==> config.mk <==
export PLATFORM = sky130hd
export DESIGN_NAME = lfs_supervisor
export DESIGN_NICKNAME = d
export VERILOG_FILES = /design/src/lfs_pkg.sv /design/src/lfs_channel_timer.sv /design/src/lfs_supervisor.sv
export SDC_FILE = /design/constraint.sdc
export NUM_CORES = 1
export LEC_CHECK = 0
export ABC_AREA = 1
export ABC_CLOCK_PERIOD_IN_PS = 1900
export BUFFER_PORTS_ARGS = -buffer_cell sky130_fd_sc_hd__buf_4
export CORE_ASPECT_RATIO = 0.9
export CORE_MARGIN = 2
export CORE_UTILIZATION = 50
export DETAILED_ROUTE_END_ITERATION = 8
export GPL_TIMING_DRIVEN = 0
export PLACE_DENSITY = 0.69
export SETUP_SLACK_MARGIN = 0.15
export SLEW_MARGIN = 20
export SYNTH_ARGS = -nofsm -noshare
export SYNTH_HDL_FRONTEND = slang
export SYNTH_SLANG_ARGS = --single-unit
==> constraint.sdc <==
create_clock -name clk -period 1.9 [get_ports clk]
set_input_delay 0.19 -clock clk [delete_from_list [all_inputs] [get_ports clk]]
set_output_delay 0.19 -clock clk [all_outputs]
set_load 0.05 [all_outputs]
==> src/lfs_pkg.sv <==
package lfs_pkg;
    localparam int LFS_NUM_CH         = 4;
    localparam int LFS_TIMEOUT_PWM    = 6;
    localparam int LFS_TIMEOUT_DIR    = 12;
    localparam int LFS_TIMEOUT_DIR_LO = 7;
    localparam int LFS_TIMEOUT_DIR_HI = 18;
    localparam int LFS_CNT_W          = 5;
endpackage : lfs_pkg

==> src/lfs_channel_timer.sv <==
`timescale 1ns/10ps
`default_nettype none
module lfs_channel_timer
    import lfs_pkg::*;
#(
    parameter int CNT_W = LFS_CNT_W
) (
    // Clock and reset
    input  wire logic             clk,
    input  wire logic             rst,
    // Fault timing
    input  wire logic             fault,
    input  wire logic             tick,
    input  wire logic [CNT_W-1:0] limit,
    // Result
    output logic                  expired
);
    logic [CNT_W-1:0] count;
    logic [CNT_W-1:0] next_count;
    logic             next_expired;

    if (CNT_W < 1) begin : g_chk_cnt_w
        $error("lfs_channel_timer: CNT_W must be at least 1");
    end

    always_comb begin
        next_count   = count;
        next_expired = expired;
        if (!fault) begin
            next_count = '0;
        end else if (tick && !expired) begin
            if (count + 1'b1 >= limit) begin
                next_expired = 1'b1;
            end
            next_count = count + 1'b1;
        end
    end

    always_ff @(posedge clk) begin
        if (rst) begin
            count   <= '0;
            expired <= 1'b0;
        end else begin
            count   <= next_count;
            expired <= next_expired;
        end
    end
endmodule : lfs_channel_timer
`default_nettype wire

==> src/lfs_supervisor.sv <==
`timescale 1ns/10ps
`default_nettype none
module lfs_supervisor
    import lfs_pkg::*;
#(
    parameter int NUM_CH      = lfs_pkg::LFS_NUM_CH,
    parameter int TIMEOUT_DIR = lfs_pkg::LFS_TIMEOUT_DIR
) (
    // Clock and reset; rst stands for the power cycle.
    input  wire logic              clk,
    input  wire logic              rst,
    // Comparator flags
    input  wire logic [NUM_CH-1:0] short_threshold_detect,
    input  wire logic [NUM_CH-1:0] current_good,
    input  wire logic              output_overvoltage_flag,
    input  wire logic              over_temp,
    // Timing and mode
    input  wire logic              pwm_cycle_tick,
    input  wire logic              pass_through_dimming_mode,
    input  wire logic              zener_mode_latch,
    // Channel control
    output logic [NUM_CH-1:0]      led_channel_n_en,
    output logic [NUM_CH-1:0]      channel_faulted,
    output logic                   thermal_shutdown,
    output logic                   boost_enable
);
    import lfs_pkg::*;

    // Good flags: one bit per channel, set once the channel has reached target current.
    logic [NUM_CH-1:0]    good;
    logic [NUM_CH-1:0]    next_good;

    // Fault timing: candidates per channel and the time-out results.
    logic [LFS_CNT_W-1:0] limit;
    logic [NUM_CH-1:0]    fault_cond;
    logic [NUM_CH-1:0]    timer_fault;
    logic [NUM_CH-1:0]    expired;

    // Latched channel faults, held until power is cycled.
    logic [NUM_CH-1:0]    latched_off;
    logic [NUM_CH-1:0]    next_latched_off;

    // Thermal state of the whole chip.
    logic                 any_short;
    logic                 power_lock;
    logic                 next_power_lock;
    logic                 next_thermal;

    // Next values of the registered outputs.
    logic [NUM_CH-1:0]    next_en;
    logic [NUM_CH-1:0]    next_faulted;
    logic                 next_boost;

    // Elaboration-time checks: refuse values that the counters and masks cannot serve.
    if (NUM_CH < 1) begin : g_chk_num_ch
        $error("lfs_supervisor: NUM_CH must be at least 1");
    end
    if (TIMEOUT_DIR < LFS_TIMEOUT_DIR_LO || TIMEOUT_DIR > LFS_TIMEOUT_DIR_HI) begin : g_chk_timeout
        $error("lfs_supervisor: TIMEOUT_DIR outside the pass-through time-out range");
    end
    if ((2 ** LFS_CNT_W) <= LFS_TIMEOUT_DIR_HI) begin : g_chk_cnt_w
        $error("lfs_supervisor: counter too narrow for the longest time-out");
    end

    // Time-out limits, both cut to the counter width on purpose.
    localparam logic [LFS_CNT_W-1:0] LIM_PWM = LFS_CNT_W'(LFS_TIMEOUT_PWM);
    localparam logic [LFS_CNT_W-1:0] LIM_DIR = LFS_CNT_W'(TIMEOUT_DIR);

    // Every channel goes dark while overheat holds or after the chip has locked itself off.
    function automatic logic chip_off(input logic thermal, input logic lock);
        chip_off = thermal | lock;
    endfunction

    // Fault candidate of one channel: above the short threshold, lost its current after having
    // reached target, or never proven good while the output sits at the over-voltage limit.
    function automatic logic fault_candidate(
        input logic over_short,
        input logic was_good,
        input logic at_target,
        input logic overvoltage
    );
        logic lost_current;
        logic not_proven;
        lost_current    = was_good & ~at_target;
        not_proven      = overvoltage & ~was_good;
        fault_candidate = over_short | lost_current | not_proven;
    endfunction

    // The good mark is kept until power is cycled, so that a later loss of current reads as an
    // open circuit rather than as a channel that has never started.
    always_comb begin
        next_good = good | current_good;
    end

    always_ff @(posedge clk) begin
        if (rst) begin
            good <= '0;
        end else begin
            good <= next_good;
        end
    end

    // Only a lit channel can fail. A dark channel has no current, and counting it would let
    // every good channel time out during an overheat and stay off after the chip has cooled.
    // A candidate that goes away before its count completes clears the count in its timer.
    always_comb begin
        limit = pass_through_dimming_mode ? LIM_DIR : LIM_PWM;
        for (int i = 0; i < NUM_CH; i++) begin
            fault_cond[i]  = fault_candidate(short_threshold_detect[i], good[i], current_good[i],
                                             output_overvoltage_flag);
            timer_fault[i] = fault_cond[i] & led_channel_n_en[i] & ~latched_off[i];
        end
    end

    // One time-out counter per channel, all counting dimming cycles on the shared tick.
    for (genvar g = 0; g < NUM_CH; g++) begin : g_timer
        lfs_channel_timer #(
            .CNT_W (LFS_CNT_W)
        ) u_timer (
            .clk     (clk),
            .rst     (rst),
            .fault   (timer_fault[g]),
            .tick    (pwm_cycle_tick),
            .limit   (limit),
            .expired (expired[g])
        );
    end

    // A channel whose time-out has run out stays off until power is cycled.
    always_comb begin
        next_latched_off = latched_off | expired;
    end

    always_ff @(posedge clk) begin
        if (rst) begin
            latched_off <= '0;
        end else begin
            latched_off <= next_latched_off;
        end
    end

    // Overheat while no channel sits above the short threshold points at a hard short that burns
    // power in a sink. With plain LEDs that is not recoverable, so the chip stays off until power
    // is cycled. With zener-bypassed strings the overheat holds the channels off only while it lasts.
    always_comb begin
        any_short       = |short_threshold_detect;
        next_power_lock = power_lock;
        if (over_temp && !zener_mode_latch && !any_short) begin
            next_power_lock = 1'b1;
        end
        next_thermal    = chip_off(over_temp, next_power_lock);
    end

    always_ff @(posedge clk) begin
        if (rst) begin
            power_lock       <= 1'b0;
            thermal_shutdown <= 1'b0;
        end else begin
            power_lock       <= next_power_lock;
            thermal_shutdown <= next_thermal;
        end
    end

    // Channels below the threshold without overheat simply keep running, shorted or bypassed.
    // The boost stops together with the sinks, and also when no channel is left to regulate.
    always_comb begin
        next_en      = ~next_latched_off;
        if (chip_off(over_temp, next_power_lock)) begin
            next_en = '0;
        end
        next_faulted = next_latched_off;
        next_boost   = ~chip_off(over_temp, next_power_lock) & (|next_en);
    end

    always_ff @(posedge clk) begin
        if (rst) begin
            led_channel_n_en <= '0;
            channel_faulted  <= '0;
            boost_enable     <= 1'b0;
        end else begin
            led_channel_n_en <= next_en;
            channel_faulted  <= next_faulted;
            boost_enable     <= next_boost;
        end
    end
endmodule : lfs_supervisor
`default_nettype wire

## Yosys cells after proc, flatten, opt, wreduce, memory -nomap -nowiden

Cells that the tools add are included.
Widths: inputs -> output; s select.

- Latch bits: 0
- Output and inout port bits: 10
- ROM bits: 0
- Input bits: 15
- Logic and storage cells: 93
- Bits in writable memories: 0
- Bits in registers: 39
- Memories kept: 0

- Reduce and logical (&&, ||, !) cells: 22
- Equal/unequal tests: 0
- Shifts and indexed selects: 0
- Divide/modulo/power cells: 0
- Mux-type cells: 3
- Order comparisons: 4
- Add/sub/neg operators: 4
- Bitwise operators: 46
- $mul: 0

Operators by type and width:

| kind | count |
|---|---|
| $add 5x1->5 const B | 4 |
| $ge 5x4->1 | 4 |
| $and 1x1->1 | 17 |
| $not 1->1 | 17 |
| $reduce_and 3->1 | 4 |
| $or 1x1->1 | 9 |
| $mux 4 | 2 |
| $or 4x4->4 | 2 |
| $reduce_or 2->1 | 4 |
| $reduce_or 4->1 | 2 |
| $logic_and 1x1->1 | 6 |
| $logic_not 1->1 | 6 |
| $not 4->4 | 1 |
| $mux 1 | 1 |

## Depth between registers and ports, before layout

Gate-level depths: netlist of run 1.

- Word-level depth: 8
- Mapped depth: 9
- Depth with buffers taken out: 9

## By module

A second synthesis of run 1 with hierarchy kept.

- Cells, all modules: 323
- Area total of the unflattened synthesis: 2,287.2 sq um

By module, submodules not included:

| module | area each (sq um) | instances | cells each |
|---|---|---|---|
| lfs_channel_timer | 419.2 | 4 | 61 |
| lfs_supervisor | 610.6 | 1 | 79 |

## Worst setup path after synthesis of run 1

Ideal clock, no wire load.

- Kind: register to register
- Start point: reg g_timer[3].u_timer.count[0]
- End point: reg g_timer[3].u_timer.expired
- Stages on the path, launching flop included: 10
- Period minus slack after synthesis: 1.341 ns
- Slack: 0.559 ns
- Data required time: 1.768 ns
- Setup time: 0.132 ns
- Path buffers: 0
- Data arrival time: 1.208 ns
- Cells stage by stage: dfxtp_1 > ha_1 > inv_1 > ha_1 > nand2_1 > nand2_1 > nand4_1 > nand3_1 > nand2_1 > a21oi_1

- Word-level cells in the longest chain between the ends: 3

RTL lines:

| element | line | RTL |
|---|---|---|
| start: declaration | lfs_channel_timer.sv:18 | `logic [CNT_W-1:0] count;` |
| start signal: assignment | lfs_channel_timer.sv:44 | `count <= next_count;` |
| $add 5x1->5 | lfs_channel_timer.sv:32 | `if (count + 1'b1 >= limit) begin` |
| $ge 5x4->1 | lfs_channel_timer.sv:32 |  |
| $reduce_and 3->1 (no source line) | -- |  |
| end signal: assignment | lfs_channel_timer.sv:45 | `expired <= next_expired;` |
| end: declaration | lfs_channel_timer.sv:16 | `output logic expired` |

Every way passes these cells.
A chain may end at the register's enable or synchronous reset.

## Final worst setup path of run 1

- Start point: reg g_timer[2].u_timer.count[0]
- End point: reg g_timer[2].u_timer.expired

- Word-level cells in the longest chain between the ends: 3

RTL lines:

| element | line |
|---|---|
| start: declaration | lfs_channel_timer.sv:18 |
| start signal: assignment | lfs_channel_timer.sv:44 |
| $add 5x1->5 | lfs_channel_timer.sv:32 |
| $ge 5x4->1 | lfs_channel_timer.sv:32 |
| $reduce_and 3->1 (no source line) | -- |
| end signal: assignment | lfs_channel_timer.sv:45 |
| end: declaration | lfs_channel_timer.sv:16 |

Every way passes these cells.

==> flow_metrics.py, run 1 <==
metrics = {
    "detailed_routing": {
        "ant_nets": 0,
        "drt-total-wl_mm": 3.62,
        "dr.first_iter.drc_count": 90,
        "vias": 1662,
        "drt_first_pass_iters": 4,
        "vias_per_cell": 4.90,
        "drcViolationCount": 0,
        "wl_per_cell_um": 10.7,
    },
    "critical_path": {
        "cp.arrival_ns": 1.72,
        "r2r_setup_slack_ns": 0.41,
        "slowest_delay_ns": 0.35,
        "worstPathMaxFanout": 4,
        "slowest_stage": "dfxtp_1",
        "startpoint_type": "register",
        "crit_type": "register to register",
        "crit_path_frequent_cell": "nand2_1",
        "r2r_end": "g_timer[2].u_timer.expired$_SDFFE_PP0P_",
        "cp_cell_sequence": "ha_1 > inv_1 > ha_1 > nand2_1 > nand2_1 > nand3_1 > nand2_1 > nand2_1 > a21oi_2",
        "cp.required_ns": 2.13,
        "cp-end-kind": "register",
        "cp_top_family": "adder cells",
        "crit_buf_inv": 1,
        "reg2reg_depth": 9,
        "r2r_start": "g_timer[2].u_timer.count[0]$_SDFFE_PP0P_",
    },
    "logic_synthesis": {
        "syn_inst": 262,
        "yosys.area_share.simple": 0.289,
        "syn_area_per_cell_um2": 7.34,
        "yosysWarnings": 0,
        "synth_compound_area_frac": 0.0865,
        "synthAdderAreaFrac": 0.0780,
        "synth_top_family_by_area": "simple AND/OR/NAND/NOR gates",
        "ys_types": 21,
        "synth_fp_nets": 289,
        "ys_seq_area_frac": 0.406,
        "netlist_area_um2": 1920,
        "synth_xor_area_frac": 0.0449,
        "synth.area.mux_share": 0,
        "synth-seq-cells": 39,
    },
    "clock_tree": {
        "ctsHoldBuffers": 0,
        "cts_root_buffer": "clkbuf_8",
        "cts_buffers": 5,
        "tritoncts": "yes",
        "cts_max_path_buffers": 2,
        "cts.htree.levels": 2,
        "insertion_delay_ns": 0.29,
        "cts.clk_slew.worst_paths_ns": 0.07,
        "post_cts_buffers": 0,
        "cts_sinks": 39,
        "cts_resized": 0,
    },
    "sta": {
        "skew_ns": 0.00520,
        "rsz0062_at_grt": "no",
        "relSlewSlack": 0.696,
        "period_needed_ns": 1.49,
        "setup_viol": 0,
        "finalCritPeriodShare": 0.786,
        "hold_violations": 0,
        "finalHoldWorstSlack_ns": 0.0892,
        "worst_pin_slew_ns": 0.456,
        "setup_tns_ns": 0,
        "drv_slew": 0,
        "max_freq_ghz": 0.670,
    },
    "global_routing": {
        "grt-ovfl-total": 0,
        "grt.busiest_layer": "met2",
        "grt_use_met1": 0.252,
        "use_met3": 0.0387,
        "grt_antenna_before_repair": 0,
        "grtUsageMet2": 0.284,
        "first_global_vias": 1544,
        "gr-usage-all-layers": 0.185,
        "grt_first_pass_wirelength_mm": 6.58,
        "grt_max_degree": 13,
    },
    "power_and_ir_drop": {
        "peakVddDrop_mv": 0.534,
        "leakage_nw": 1.07,
        "p_per_area_nw_per_um2": 768,
        "finalPower_mw": 1.74,
    },
    "floorplan": {
        "rows": 21,
        "initial_core_util": 0.519,
        "core_area_um2": 3700,
        "ioPinCount": 25,
        "die_height_um": 62.9,
        "die_width_um": 69.4,
        "die_area_um2": 4360,
    },
    "layout": {
        "final_cell_area_um2": 2270,
        "layout-drive-gt1-share": 0.140,
        "layout_common_cells": "55 x nand2_1, 44 x inv_1, 39 x dfxtp_1, 31 x nor2_1, 23 x buf_4",
        "final_common_cell": "nand2_1",
        "ff_latch_area_um2": 781,
        "areaGrowthSynthToFinish_pct": 18.1,
        "diodes": 0,
        "final_nets": 319,
        "multiInputGateArea_um2": 960,
        "nFillCells": 340,
    },
    "place": {
        "io_buffers": 23,
        "dpl-instance-area_um2": 2150,
        "gp_congestion": 0.839,
        "dp_hpwl_mm": 2.74,
    },
    "job": {
        "maxCapViolations": 0,
    },
    "outcome": {
        "status": "finished, final reports clean",
    },
    "worst_hold_path": {
        "hp-class": "input pin to register",
        "holdCritStartpoint": "rst",
        "hold_path_depth": 2,
        "hold_end": "g_timer[2].u_timer.expired$_SDFFE_PP0P_",
    },
}
-- Yosys cell counts --
cell	n	area share
a21oi_1	22	0.057
inv_2	1	0.0019
xnor2_1	4	0.018
ha_1	12	0.078
or2_2	2	0.0065
dfxtp_1	39	0.41
nand3b_1	2	0.0078
nor2_1	31	0.060
o21ai_0	5	0.013
buf_6	1	0.0059
a211oi_1	3	0.012
nand4_1	9	0.029
clkbuf_1	1	0.0019
nand2_1	55	0.11
a21oi_2	1	0.0046
xor2_1	4	0.018
nor3_1	4	0.010
xnor2_2	1	0.0085
nand3_1	17	0.044
inv_1	44	0.086
nor2_4	4	0.023
-- flip-flops by register name, summed over array words and instances, names as in the netlist --
signal and cells:
boost_enable 1, channel_faulted 4, g_timer.u_timer.count 20, g_timer.u_timer.expired 4
good 4, led_channel_n_en 4, power_lock 1, thermal_shutdown 1
-- kinds of logic (layout without fill, tap and decap cells) --
logic type,after synthesis,after routing
flops,39,39
buf+inv,47,78
fa+ha+maj,12,12
simple gates,124,124
xor+xnor,9,9
compound gates,31,31
-- routing by layer --
layer / up-vias / routed length, um / part of all wire
met5: - / 0 / 0
met4: 0 / 65 / 0.018
met3: 7 / 96 / 0.027
met2: 19 / 1530 / 0.42
met1: 740 / 1920 / 0.53
li1: 896 / - / -
-- layout make-up --
type	count	area share
Buffer	2	0.00661
Clock buffer	6	0.0363
Clock inverter	2	0.0154
Inverter	45	0.0743
Multi-Input combinational cell	176	0.422
Sequential cell	39	0.344
Tap cell	46	0.0253
Timing Repair Buffer	23	0.0760
-- through the flow --
step	utilization	instances	setup WS, ns
2_1_floorplan	-	262	0.559
3_3_place_gp	0.582	331	0.452
3_5_place_dp	0.582	331	0.439
4_1_cts	0.613	339	0.403
5_1_grt	0.613	339	0.264
6_report	0.613	339	0.407
-- report_power, final --
group	switching, mW	internal (mW)	leakage [nW]	total [mW]
clock network	0.296	0.425	0.0612	0.721
logic	0.110	0.0657	0.687	0.176
registers	0.0111	0.836	0.317	0.847
-- worst max path at each step --
stage | start | to | slack (ns) | cells after the start
3_3_place_gp | g_timer[3].u_timer.count[0]$_SDFFE_PP0P_ | g_timer[3].u_timer.expired$_SDFFE_PP0P_ | 0.45 | 9
4_1_cts | g_timer[2].u_timer.count[0]$_SDFFE_PP0P_ | g_timer[2].u_timer.expired$_SDFFE_PP0P_ | 0.40 | 9
3_5_place_dp | g_timer[3].u_timer.count[0]$_SDFFE_PP0P_ | g_timer[3].u_timer.expired$_SDFFE_PP0P_ | 0.44 | 9
6_report | g_timer[2].u_timer.count[0]$_SDFFE_PP0P_ | g_timer[2].u_timer.expired$_SDFFE_PP0P_ | 0.41 | 9
2_1_floorplan | g_timer[3].u_timer.count[0]$_SDFFE_PP0P_ | g_timer[3].u_timer.expired$_SDFFE_PP0P_ | 0.56 | 9
5_1_grt | g_timer[2].u_timer.count[2]$_SDFFE_PP0P_ | g_timer[2].u_timer.expired$_SDFFE_PP0P_ | 0.26 | 8
No activity file was read; power rests on OpenSTA's default activity.
==> run 2, diff against run 1 <==
--- a/config.mk
+++ b/config.mk
@@ -5,15 +5,15 @@
 export SDC_FILE = /design/constraint.sdc
 export NUM_CORES = 1
 export LEC_CHECK = 0
-export ABC_AREA = 1
-export ABC_CLOCK_PERIOD_IN_PS = 1900
+export ABC_AREA = 0
+export ABC_CLOCK_PERIOD_IN_PS = 1430
 export BUFFER_PORTS_ARGS = -buffer_cell sky130_fd_sc_hd__buf_4
 export CORE_ASPECT_RATIO = 0.9
 export CORE_MARGIN = 2
 export CORE_UTILIZATION = 50
 export DETAILED_ROUTE_END_ITERATION = 8
 export GPL_TIMING_DRIVEN = 0
-export PLACE_DENSITY = 0.69
+export PLACE_DENSITY = 0.68
 export SETUP_SLACK_MARGIN = 0.15
 export SLEW_MARGIN = 20
 export SYNTH_ARGS = -nofsm -noshare
==> constraint.sdc (replaced) <==
create_clock -name clk -period 1.43 [get_ports clk]
set_input_delay 0.143 -clock clk [delete_from_list [all_inputs] [get_ports clk]]
set_output_delay 0.143 -clock clk [all_outputs]
set_load 0.05 [all_outputs]
==> flow_metrics.py, run 2 <==
metrics = {
    "logic_synthesis": {
        "synth-seq-cells": 39,
        "synth_top_family_by_area": "simple AND/OR/NAND/NOR gates",
        "ys_seq_area_frac": 0.399,
        "ys_types": 34,
        "yosysWarnings": 0,
        "yosys.area_share.simple": 0.231,
        "synth_compound_area_frac": 0.139,
        "synth_area_leaders": "dfxtp_1 40%, nor2_1 7.9%, ha_1 7.7%",
        "ys.flop_type": "dfxtp_1",
        "synth_top_area_frac": 0.399,
        "netlist_area_um2": 1960,
        "synth_top_area_cell": "dfxtp_1",
        "synth_common_cells": "41 x nor2_1, 39 x dfxtp_1, 16 x xor2_1",
        "yosysMostFrequentCell": "nor2_1",
        "syn_inst": 212,
        "synth_fp_nets": 239,
        "synth-edff-count": 0,
        "synth.area.mux_share": 0.0204,
        "synthAdderAreaFrac": 0.0767,
        "synth_xor_area_frac": 0.107,
        "synthArstFlopShare": 0,
        "syn_area_per_cell_um2": 9.24,
    },
    "clock_tree": {
        "cts_root_buffer": "clkbuf_8",
        "ctsHoldBuffers": 0,
        "cts.htree.levels": 2,
        "insertion_delay_ns": 0.29,
        "cts_buffers": 5,
        "tritoncts": "yes",
        "cts.clk_slew.worst_paths_ns": 0.07,
        "cts_max_path_buffers": 2,
        "cts_sinks": 39,
    },
    "layout": {
        "final_cell_area_um2": 2520,
        "final_common_cell": "nor2_1",
        "final_nets": 276,
        "layout_common_cells": "41 x nor2_1, 31 x buf_4, 25 x dfxtp_1, 16 x xor2_1, 12 x nand2_1",
        "regMostFlops": "g_timer.u_timer.count",
        "layout-drive-gt1-share": 0.353,
        "diodes": 0,
        "utilization": 0.675,
        "areaGrowthSynthToFinish_pct": 28.6,
        "largest_register_ffs": 20,
    },
    "critical_path": {
        "slowest_delay_ns": 0.36,
        "cp-end-kind": "register",
        "crit_path_frequent_cell": "ha_4",
        "r2r_start": "g_timer[1].u_timer.count[0]$_SDFFE_PP0P_",
        "crit_type": "register to register",
        "cp_top_family": "compound AO/OA/AOI/OAI gates",
        "worstPathMaxFanout": 2,
        "cp_cell_sequence": "ha_4 > inv_2 > ha_4 > a21bo_2 > o211ai_1 > a211o_1 > o221ai_2",
        "reg2reg_depth": 7,
        "cp.required_ns": 1.65,
        "cp.arrival_ns": 1.75,
        "r2r_end": "g_timer[1].u_timer.expired$_SDFFE_PP0P_",
        "crit_buf_inv": 1,
        "r2r_setup_slack_ns": -0.09,
        "cp_num_cells": 7,
        "critical_path.endpoint": "g_timer[1].u_timer.expired$_SDFFE_PP0P_",
        "slowest_stage": "dfxtp_4",
        "crit_start": "g_timer[1].u_timer.count[0]$_SDFFE_PP0P_",
        "startpoint_type": "register",
    },
    "sta": {
        "fin_ws_ns": -0.0936,
        "max_freq_ghz": 0.656,
        "setup_viol": 4,
        "relSlewSlack": 0.679,
        "skew_ns": 0.00744,
        "hold_violations": 0,
        "period_needed_ns": 1.52,
        "worst_pin_slew_ns": 0.482,
        "drv_slew": 0,
        "finalCritPeriodShare": 1.07,
        "rsz0062_at_grt": "yes",
    },
    "place": {
        "gp_congestion": 0.740,
        "io_buffers": 23,
        "dpl-instance-area_um2": 2250,
        "dp_hpwl_mm": 2.78,
    },
    "power_and_ir_drop": {
        "peakVddDrop_mv": 0.537,
        "p_per_area_nw_per_um2": 898,
        "leakage_nw": 0.953,
    },
    "detailed_routing": {
        "vias_per_cell": 5.13,
        "dr.first_iter.drc_count": 77,
        "ant_nets": 0,
        "drt-total-wl_mm": 3.93,
        "drt_first_pass_iters": 4,
        "vias": 1514,
        "drcViolationCount": 0,
        "wl_per_cell_um": 13.3,
    },
    "global_routing": {
        "gr-usage-all-layers": 0.201,
        "grt_max_degree": 12,
        "grt_antenna_before_repair": 0,
        "grt_first_pass_wirelength_mm": 6.99,
        "first_global_vias": 1543,
        "grt-ovfl-total": 0,
    },
    "floorplan": {
        "rows": 21,
        "die_area_um2": 4430,
        "die_height_um": 63.4,
        "core_area_um2": 3730,
        "die_width_um": 70.0,
        "initial_core_util": 0.525,
        "ioPinCount": 25,
    },
    "worst_hold_path": {
        "holdCritStartpoint": "current_good[3]",
        "hp-class": "input pin to register",
    },
    "outcome": {
        "status": "finished, violations left",
        "violations": "negative setup slack",
    },
    "job": {
        "maxCapViolations": 0,
    },
}
[run 2: changes by cell type after synthesis, sizes merged, moves of 5 or more]
cell    previous run  this run
nand4              9         4
nand3             17         4
inv               45        10
xor2               4        16
nand2             55        12
nand2b             0         7
nor2b              0         7
o311ai             0         7
nor2              35        41
a21oi             23         4
and2b              0         6
[run 2: cell families after synthesis]
| kind of cell | after synthesis |
|---|---|
| mux | 4 |
| simple gates | 91 |
| compound gates | 29 |
| xor+xnor | 24 |
| buf+inv | 13 |
| fa+ha+maj | 12 |
| flops | 39 |
[run 2: layout make-up]
cell class,instances,area [um2]
sequential,39,808
buffer,3,16.3
clock buffer,6,72.6
clock inverter,1,30.0
tap,46,57.6
timing repair buffer,30,225
multi-input combinational,160,1270
inverter,10,37.5
fill,308,1210
[run 2: tightest hold or removal path: cells and delay by family]
| kind | cells | cell delay [ns] |
|---|---|---|
| AND/OR/NAND/NOR | 2 | 0.10 |
| buffers and inverters | 1 | 0.08 |
[run 2: what timing repair did]
action,in CTS,in global routing
setup buffers,6,1
gates resized for setup,15,12
gates cloned,0,0
pin swaps,8,5
setup endpoints to repair,9,14
[run 2: worst min-delay path by stage]
stage / to / slack (ns) / depth (start not counted)
2_1_floorplan: good[0]$_SDFF_PP0_ / 0.26 / 2
3_3_place_gp: good[2]$_SDFF_PP0_ / 0.37 / 3
3_5_place_dp: good[3]$_SDFF_PP0_ / 0.38 / 3
4_1_cts: good[3]$_SDFF_PP0_ / 0.07 / 3
5_1_grt: good[3]$_SDFF_PP0_ / 0.07 / 3
6_report: good[3]$_SDFF_PP0_ / 0.07 / 3
[run 2: power by group]
| part | total, mW | switching (mW) | internal (mW) |
|---|---|---|---|
| sequential | 1.12 | 0.0178 | 1.10 |
| combinational | 0.246 | 0.133 | 0.113 |
| clock | 0.896 | 0.385 | 0.512 |
| total | 2.26 | 0.535 | 1.73 |
[run 2: metrics by stage]
stage | setup WS, ns | TNS, ns | total power [mW] | cells | hold slack (ns)
after global routing | -0.197 | -0.639 | 2.34 | 295 | 0.0749
final | -0.0936 | -0.326 | 2.26 | 295 | 0.0661
after CTS | -0.0903 | -0.299 | 2.28 | 294 | 0.0688
after detailed placement | -0.126 | -0.473 | 1.37 | 281 | 0.378
after floorplan | -0.0510 | -0.202 | 1.29 | 212 | 0.264
after global placement | -0.116 | -0.447 | 1.37 | 281 | 0.369
[run 2: layer usage]
| layer | vias up | routed length, um | global-route usage |
|---|---|---|---|
| met4 | 0 | 62 | 0.0938 |
| met3 | 7 | 207 | 0.0560 |
| met1 | 681 | 2070 | 0.276 |
| met5 | - | 0 | 0 |
| li1 | 791 | - | - |
| met2 | 35 | 1590 | 0.292 |
